===== config.mk =====
export PLATFORM = sky130hd
export DESIGN_NAME = nvsram_store_recall_control
export DESIGN_NICKNAME = d
export VERILOG_FILES = /design/src/nvsram_host_pkg.sv /design/src/nvsram_store_recall_control.sv
export SDC_FILE = /design/constraint.sdc
export NUM_CORES = 1
export LEC_CHECK = 0
export BUFFER_PORTS_ARGS = -buffer_cell sky130_fd_sc_hd__buf_2
export CAP_MARGIN = 20
export CORE_UTILIZATION = 45
export DETAILED_ROUTE_END_ITERATION = 10
export SLEW_MARGIN = 10
export SYNTH_ARGS = -nofsm -noshare
export SYNTH_HDL_FRONTEND = slang
export SYNTH_SLANG_ARGS = --single-unit
export TNS_END_PERCENT = 5

===== constraint.sdc =====
create_clock -name clock -period 2.35 [get_ports clock]
set_input_delay 0.1175 -clock clock [delete_from_list [all_inputs] [get_ports clock]]
set_output_delay 0.1175 -clock clock [all_outputs]
set_load 0.01 [all_outputs]

===== src/nvsram_host_pkg.sv =====
// Purpose: Constants and types for the host controller of a 64 x 4 nonvolatile SRAM
// Assumes: 25 MHz host clock, device pins driven directly from flip-flops
// Notes:   All pulse widths and waits but the one cycle wait after a long recall are derived from their nanosecond figures
package nvsram_host_pkg;

    localparam int CLOCK_PERIOD_NS   = 40;      // Host clock period
    localparam int ADDR_WIDTH        = 6;       // Word address width
    localparam int DATA_WIDTH        = 4;       // Data pin count

    // Times in nanoseconds, as printed
    localparam int RECALL_PULSE_MIN_NS    = 300;
    localparam int RECALL_CYCLE_MIN_NS    = 1400;
    localparam int RECALL_ACCESS_DELAY_NS = 1100;
    localparam int STORE_PULSE_MIN_NS     = 200;
    localparam int STORE_CYCLE_MAX_NS     = 10000000;

    // Least times round up to whole cycles
    localparam int RECALL_PULSE_CYCLES = (RECALL_PULSE_MIN_NS + CLOCK_PERIOD_NS - 1) / CLOCK_PERIOD_NS;
    localparam int RECALL_CYCLE_CYCLES = (RECALL_CYCLE_MIN_NS + CLOCK_PERIOD_NS - 1) / CLOCK_PERIOD_NS;
    localparam int RECALL_ACCESS_CYCLES = (RECALL_ACCESS_DELAY_NS + CLOCK_PERIOD_NS - 1) / CLOCK_PERIOD_NS;
    localparam int STORE_PULSE_CYCLES  = (STORE_PULSE_MIN_NS + CLOCK_PERIOD_NS - 1) / CLOCK_PERIOD_NS;
    localparam int STORE_CYCLE_CYCLES  = (STORE_CYCLE_MAX_NS + CLOCK_PERIOD_NS - 1) / CLOCK_PERIOD_NS;

    localparam int COUNT_WIDTH = 18;            // Holds the store wait count

    // Recall flavours
    localparam logic RECALL_SHORT = 1'b0;       // Short pulse, then access wait
    localparam logic RECALL_LONG  = 1'b1;       // Full cycle pulse, then a one cycle wait

    // Pins driven toward the device
    typedef struct packed {
        logic store_n;                          // Store strobe, active low
        logic recall_n;                         // Recall strobe, active low
    } nv_pins_type;

    // Host command
    typedef struct packed {
        logic do_store;                         // Request a store
        logic do_recall;                        // Request a recall
        logic recall_mode;                      // RECALL_SHORT or RECALL_LONG
    } command_type;

endpackage


===== src/nvsram_store_recall_control.sv =====
// Purpose: Host side sequencer for store and recall of a 64 x 4 nonvolatile SRAM
// Assumes: Command inputs synchronous to clock; power_good from a supply monitor
// Notes:   Store wait parameter may be shortened in simulation
//          Counters load with the phase length and step down to one
//          Commands are looked at only while idle; those seen while busy are dropped
`timescale 1ns/1ps
`default_nettype none

module nvsram_store_recall_control
    import nvsram_host_pkg::*;
#(
    parameter int STORE_WAIT_CYCLES = nvsram_host_pkg::STORE_CYCLE_CYCLES  // Store completion wait
)
(
    // Clock and reset
    input  wire logic                          clock,
    input  wire logic                          rst,
    // Command port
    input  wire nvsram_host_pkg::command_type  command,
    input  wire logic                          power_good,
    input  wire logic                          write_active,
    output var  logic                          busy,
    output var  logic                          read_ready,
    output var  logic                          refused,
    output var  logic                          done,
    // Device pins
    output var  nvsram_host_pkg::nv_pins_type  nv_pins
);
    import nvsram_host_pkg::*;

    ////////////////////////////////////////////////////////////////////////
    // State and counters

    // IDLE is the only state in which host RAM access is allowed
    typedef enum logic [2:0] {
        IDLE,
        RECALL_PULSE,
        RECALL_WAIT,
        STORE_PULSE,
        STORE_WAIT
    } state_type;

    state_type              state_reg;          // Sequencer state
    state_type              state_next;
    logic [COUNT_WIDTH-1:0] count_reg;          // Phase cycle counter
    logic [COUNT_WIDTH-1:0] count_next;
    logic                   mode_reg;           // Latched recall flavour
    logic                   mode_next;
    nv_pins_type            pins_next;          // Next pin levels
    logic                   ready_next;
    logic                   refused_next;
    logic                   done_next;

    ////////////////////////////////////////////////////////////////////////
    // Decodes

    // Strobe low time for the latched recall flavour
    wire logic [COUNT_WIDTH-1:0] recall_low_len =
        (mode_reg == RECALL_LONG) ? COUNT_WIDTH'(RECALL_CYCLE_CYCLES)
                                  : COUNT_WIDTH'(RECALL_PULSE_CYCLES);
    // Quiet time after the strobe rises, before reads
    wire logic [COUNT_WIDTH-1:0] recall_wait_len =
        (mode_reg == RECALL_LONG) ? COUNT_WIDTH'(1)
                                  : COUNT_WIDTH'(RECALL_ACCESS_CYCLES);
    // Store only on good supply and with no write under way
    wire logic store_ok    = power_good && !write_active;
    wire logic count_last  = (count_reg == COUNT_WIDTH'(1));
    wire logic start_rcl   = command.do_recall;
    wire logic start_store = command.do_store && !command.do_recall;

    ////////////////////////////////////////////////////////////////////////
    // Next state logic

    // Phase sequencer; pins and pulses default to idle levels
    // so that every path leaves them driven
    always_comb
    begin
        state_next   = state_reg;
        count_next   = count_reg;
        mode_next    = mode_reg;
        pins_next    = '{store_n: 1'b1, recall_n: 1'b1};
        ready_next   = 1'b0;
        refused_next = 1'b0;
        done_next    = 1'b0;
        unique case (state_reg)
            IDLE:
            begin
                ready_next = 1'b1;                          // Plain RAM access allowed
                if (start_rcl)
                begin
                    // Recall whole array, never while storing
                    state_next = RECALL_PULSE;
                    mode_next  = command.recall_mode;
                    count_next = (command.recall_mode == RECALL_LONG) ?
                                 COUNT_WIDTH'(RECALL_CYCLE_CYCLES) : COUNT_WIDTH'(RECALL_PULSE_CYCLES);
                    pins_next.recall_n = 1'b0;
                    ready_next = 1'b0;
                end
                else if (start_store && store_ok)
                begin
                    state_next = STORE_PULSE;
                    count_next = COUNT_WIDTH'(STORE_PULSE_CYCLES);
                    pins_next.store_n = 1'b0;
                    ready_next = 1'b0;
                end
                else if (start_store)
                begin
                    refused_next = 1'b1;
                end
            end
            RECALL_PULSE:
            begin
                // Strobe held low for the chosen width
                if (count_last)
                begin
                    state_next = RECALL_WAIT;
                    count_next = recall_wait_len;
                end
                else
                begin
                    count_next = count_reg - COUNT_WIDTH'(1);
                    pins_next.recall_n = 1'b0;
                end
            end
            RECALL_WAIT:
            begin
                // Reads barred until access delay passed
                if (count_last)
                begin
                    state_next = IDLE;
                    ready_next = 1'b1;
                    done_next  = 1'b1;
                end
                else
                begin
                    count_next = count_reg - COUNT_WIDTH'(1);
                end
            end
            STORE_PULSE:
            begin
                // Strobe held low for the store pulse width
                if (count_last)
                begin
                    state_next = STORE_WAIT;
                    count_next = COUNT_WIDTH'(STORE_WAIT_CYCLES);
                end
                else
                begin
                    count_next = count_reg - COUNT_WIDTH'(1);
                    pins_next.store_n = 1'b0;
                end
            end
            STORE_WAIT:
            begin
                // Device busy; no recall or read issued meanwhile
                if (count_last)
                begin
                    state_next = IDLE;
                    ready_next = 1'b1;
                    done_next  = 1'b1;
                end
                else
                begin
                    count_next = count_reg - COUNT_WIDTH'(1);
                end
            end
        endcase
        // Guard against a zero recall length setting
        if (state_reg == RECALL_PULSE && recall_low_len == '0)
        begin
            state_next = IDLE;
        end
    end

    ////////////////////////////////////////////////////////////////////////
    // Registers

    // All outputs from flip-flops; reset parks both strobes high
    always_ff @(posedge clock)
    begin
        if (rst)
        begin
            state_reg  <= IDLE;
            count_reg  <= '0;
            mode_reg   <= RECALL_SHORT;
            nv_pins    <= '{store_n: 1'b1, recall_n: 1'b1};
            busy       <= 1'b0;
            read_ready <= 1'b0;
            refused    <= 1'b0;
            done       <= 1'b0;
        end
        else
        begin
            state_reg  <= state_next;
            count_reg  <= count_next;
            mode_reg   <= mode_next;
            nv_pins    <= pins_next;
            busy       <= (state_next != IDLE);
            read_ready <= ready_next;
            refused    <= refused_next;
            done       <= done_next;
        end
    end

endmodule

`default_nettype wire


==> results by group <==
Clocking
  • Root buffer cell: clkbuf_8
  • Post-CTS setup buffer count: 0
  • Clock tree sinks: 28
  • Number of H-tree levels: 1
  • Clk Latency, worst-skew pair: around 0.28 ns
  • CTS tree: done
  • CTS Hold Bufs: 0
  • Clk buf depth: 2
  • Worst-path clk slew: 0.10 ns
  • Post-CTS sizing: 0
  • CTS Buf Count: 3

Global routing
  • GRT Total Usage: 0.234
  • Initial antenna violation count: 0
  • Vias in the first global route: 1,615
  • First-pass GRT wire length: a little under 8000 um
  • Largest net degree at the start of global routing: 20
  • Grt total ovfl: 0

Timing
  • RSZ-0062 raised after global routing: false
  • Sum of negative setup slack: 0 ns
  • Hold Vio Cnt, Final: 0
  • Rel. slew slack: 0.569
  • Actual slew at the worst max-slew pin: between 0.6 and 0.7 ns
  • Min Clock Period, post-route: 2.18 ns
  • Period utilization: 0.927
  • Fin. max-slew vios: 0
  • Setup violations, final: 0
  • Fmax: 459 MHz
  • Clk_skew: approximately 0.012 ns

Layout
  • Layout cell share with drive strength beyond 1: 0.130
  • Max reg flops: 18
  • Ant diodes: 0
  • P&R area growth vs syn: 9.41%
  • Final #Nets: roughly 260
  • Fin area: approximately 2000 sq um
  • Fillers: ~390

Place
  • PortBufs: 12
  • GP Congestion: ~0.90
  • DP HPWL: about 3500 um
  • Placement Cell Area: 1970 sq um

Worst setup path
  • Critical Path End: count_reg[5]
  • Critical Path End Type: flip-flop
  • Flop2flop setup slack: 0.17 ns
  • CP required: 2.51 ns
  • Crit path kind: reg2reg
  • RR Endpoint: count_reg[5]
  • Critical Path Start Type: flip-flop
  • Reg2reg start: count_reg[9]
  • CP arrival: 2.34 ns
  • Worst reg2reg path depth: 5
  • CP max FO: 9
  • Setup crit start: count_reg[9]

Logic synthesis
  • Ys flop type: dfxtp_1
  • Main combinational cell family by area after synthesis: simple AND/OR/NAND/NOR gates
  • Synth top area share: 0.303
  • Synth Net Count: 254
  • Synth area leaders: dfxtp_1, nand2_1, nor2_1, a21oi_1, o21ai_0
  • Area leader, netlist: dfxtp_1
  • Synth Area in XOR/XNOR: 0.0474
  • Area fraction in compound gates after synthesis: 0.265
  • Warnings, synthesis: 0
  • Post-synth EDFFs: 0
  • Synth Register Bits: 28
  • Synthesized area per cell: 7.54 sq um
  • Post-synthesis mux area share: 0.0115
  • Sequential element share of the synthesized area: 0.303
  • Synth unique cells: 58
  • Asr flop ratio synth: 0
  • Cells after synthesis: 245
  • Mapped Area: between 1500 and 2000 sq um
  • Adder-Cell Fraction of Synth Area: 0.0135
  • Synth Area in Simple Gates: 0.303

Power and ir drop
  • P_int: between 1 and 1.5 mW
  • Flop pwr share: 0.339
  • Sw power: around 0.8 mW
  • Pwr Density: 947 nW/um^2
  • Pwr Total: ~1.9 mW
  • Switching Share: 0.424
  • Clock power frac: 0.156
  • Worst VDD drop: 409 uV
  • Static leakage: 0.821 nW
  • Logic pwr share: 0.505

Route
  • Antenna Nets Post-Route: 0
  • Vias: around 1,800
  • Number of DRC markers in iteration 0: 167
  • Routed length per placed instance: 15.3 um
  • Pre-antenna DRT Iters: 5
  • DRT Wirelength: 4620 um
  • Vias per cell: 5.98
  • DRC violations left: 0

Floorplan
  • Chip Height: approximately 66 um
  • Initial Util: 0.486
  • Die width: 66.1 um
  • CORE AREA: approximately 3800 sq um
  • IO Count: 13
  • Row count: 22
  • DIE AREA: 4370 sq um

Worst hold path
  • Hold WC Path Type: in2reg

Run
  • Max cap viols: 0

Status
  • Status: complete, no violations
-- routing by layer --
metal / global-route usage / share of wire
met1: 0.348 / 0.51
met5: 0 / 0
met2: 0.358 / 0.42
met3: 0.0259 / 0.057
met4: 0.0479 / 0.0078
-- how the worst min path moves through the flow --
stage	slack, ns	to	cells past startpoint	startpoint
final	0.11	refused	3	command[2]
after global routing	0.14	mode_reg	3	command[0]
after CTS	0.11	refused	3	command[2]
after detailed placement	0.41	refused	3	command[2]
after global placement	0.40	refused	3	command[2]
after floorplan	0.26	mode_reg	2	command[0]
-- critical path, cell delays in order, from the launching register on --
cell     delay (ns)
dfxtp_1        0.37
nor4_2         0.41
and4_1         0.39
a32o_1         0.45
nor2_1         0.14
a211o_1        0.31
-- power groups by stage --
stage          clock network [mW]  logic, mW  registers (mW)
6_report                    0.299      0.967           0.649
5_1_grt                     0.329       1.08           0.660
4_1_cts                     0.310      0.962           0.647
3_5_place_dp                    0      0.957           0.659
3_3_place_gp                    0      0.956           0.659
2_1_floorplan                   0      0.767           0.633
-- cells by family after synthesis --
| family | count (synthesis) |
|---|---|
| fa+ha+maj | 2 |
| compound gates | 71 |
| simple gates | 108 |
| buf+inv | 24 |
| mux | 2 |
| flops | 28 |
| xor+xnor | 10 |
-- cell type report --
| type | instances | area [sq um] | area share |
|---|---|---|---|
| tap | 48 | 60.1 | 0.0297 |
| clock buffer | 4 | 55.1 | 0.0272 |
| multi-input combinational | 193 | 1180 | 0.586 |
| sequential | 28 | 561 | 0.277 |
| inverter | 7 | 26.3 | 0.0130 |
| timing repair buffer | 22 | 135 | 0.0668 |
-- per-stage QoR --
stage	util	hold WS [ns]	cells	setup WS [ns]
after floorplan	-	0.265	245	0.473
final	0.532	0.107	302	0.172
after global placement	0.518	0.403	298	0.229
after CTS	0.532	0.105	302	0.178
after detailed placement	0.518	0.412	298	0.209
after global routing	0.532	0.137	302	0.0393
-- cell usage after synthesis, types with 5 or more instances --
cell type	instances
dfxtp_1	28
a21oi_1	13
a31oi_1	5
nand4_1	5
inv_1	7
nor2_1	27
nor3_1	7
nand2_1	29
xnor2_1	6
o21ai_0	13
clkbuf_1	14
nand3_1	7
-- placed cells by master, fill, tap and decap left out, types with 5 or more instances in the layout --
cell type,count
a21oi_1,13
a31oi_1,5
buf_2,12
buf_4,10
dfxtp_1,28
inv_1,7
nand2_1,29
nand3_1,7
nand4_1,5
nor2_1,27
nor3_1,7
o21ai_0,13
xnor2_1,6
Power figures use the tool's default switching activity.
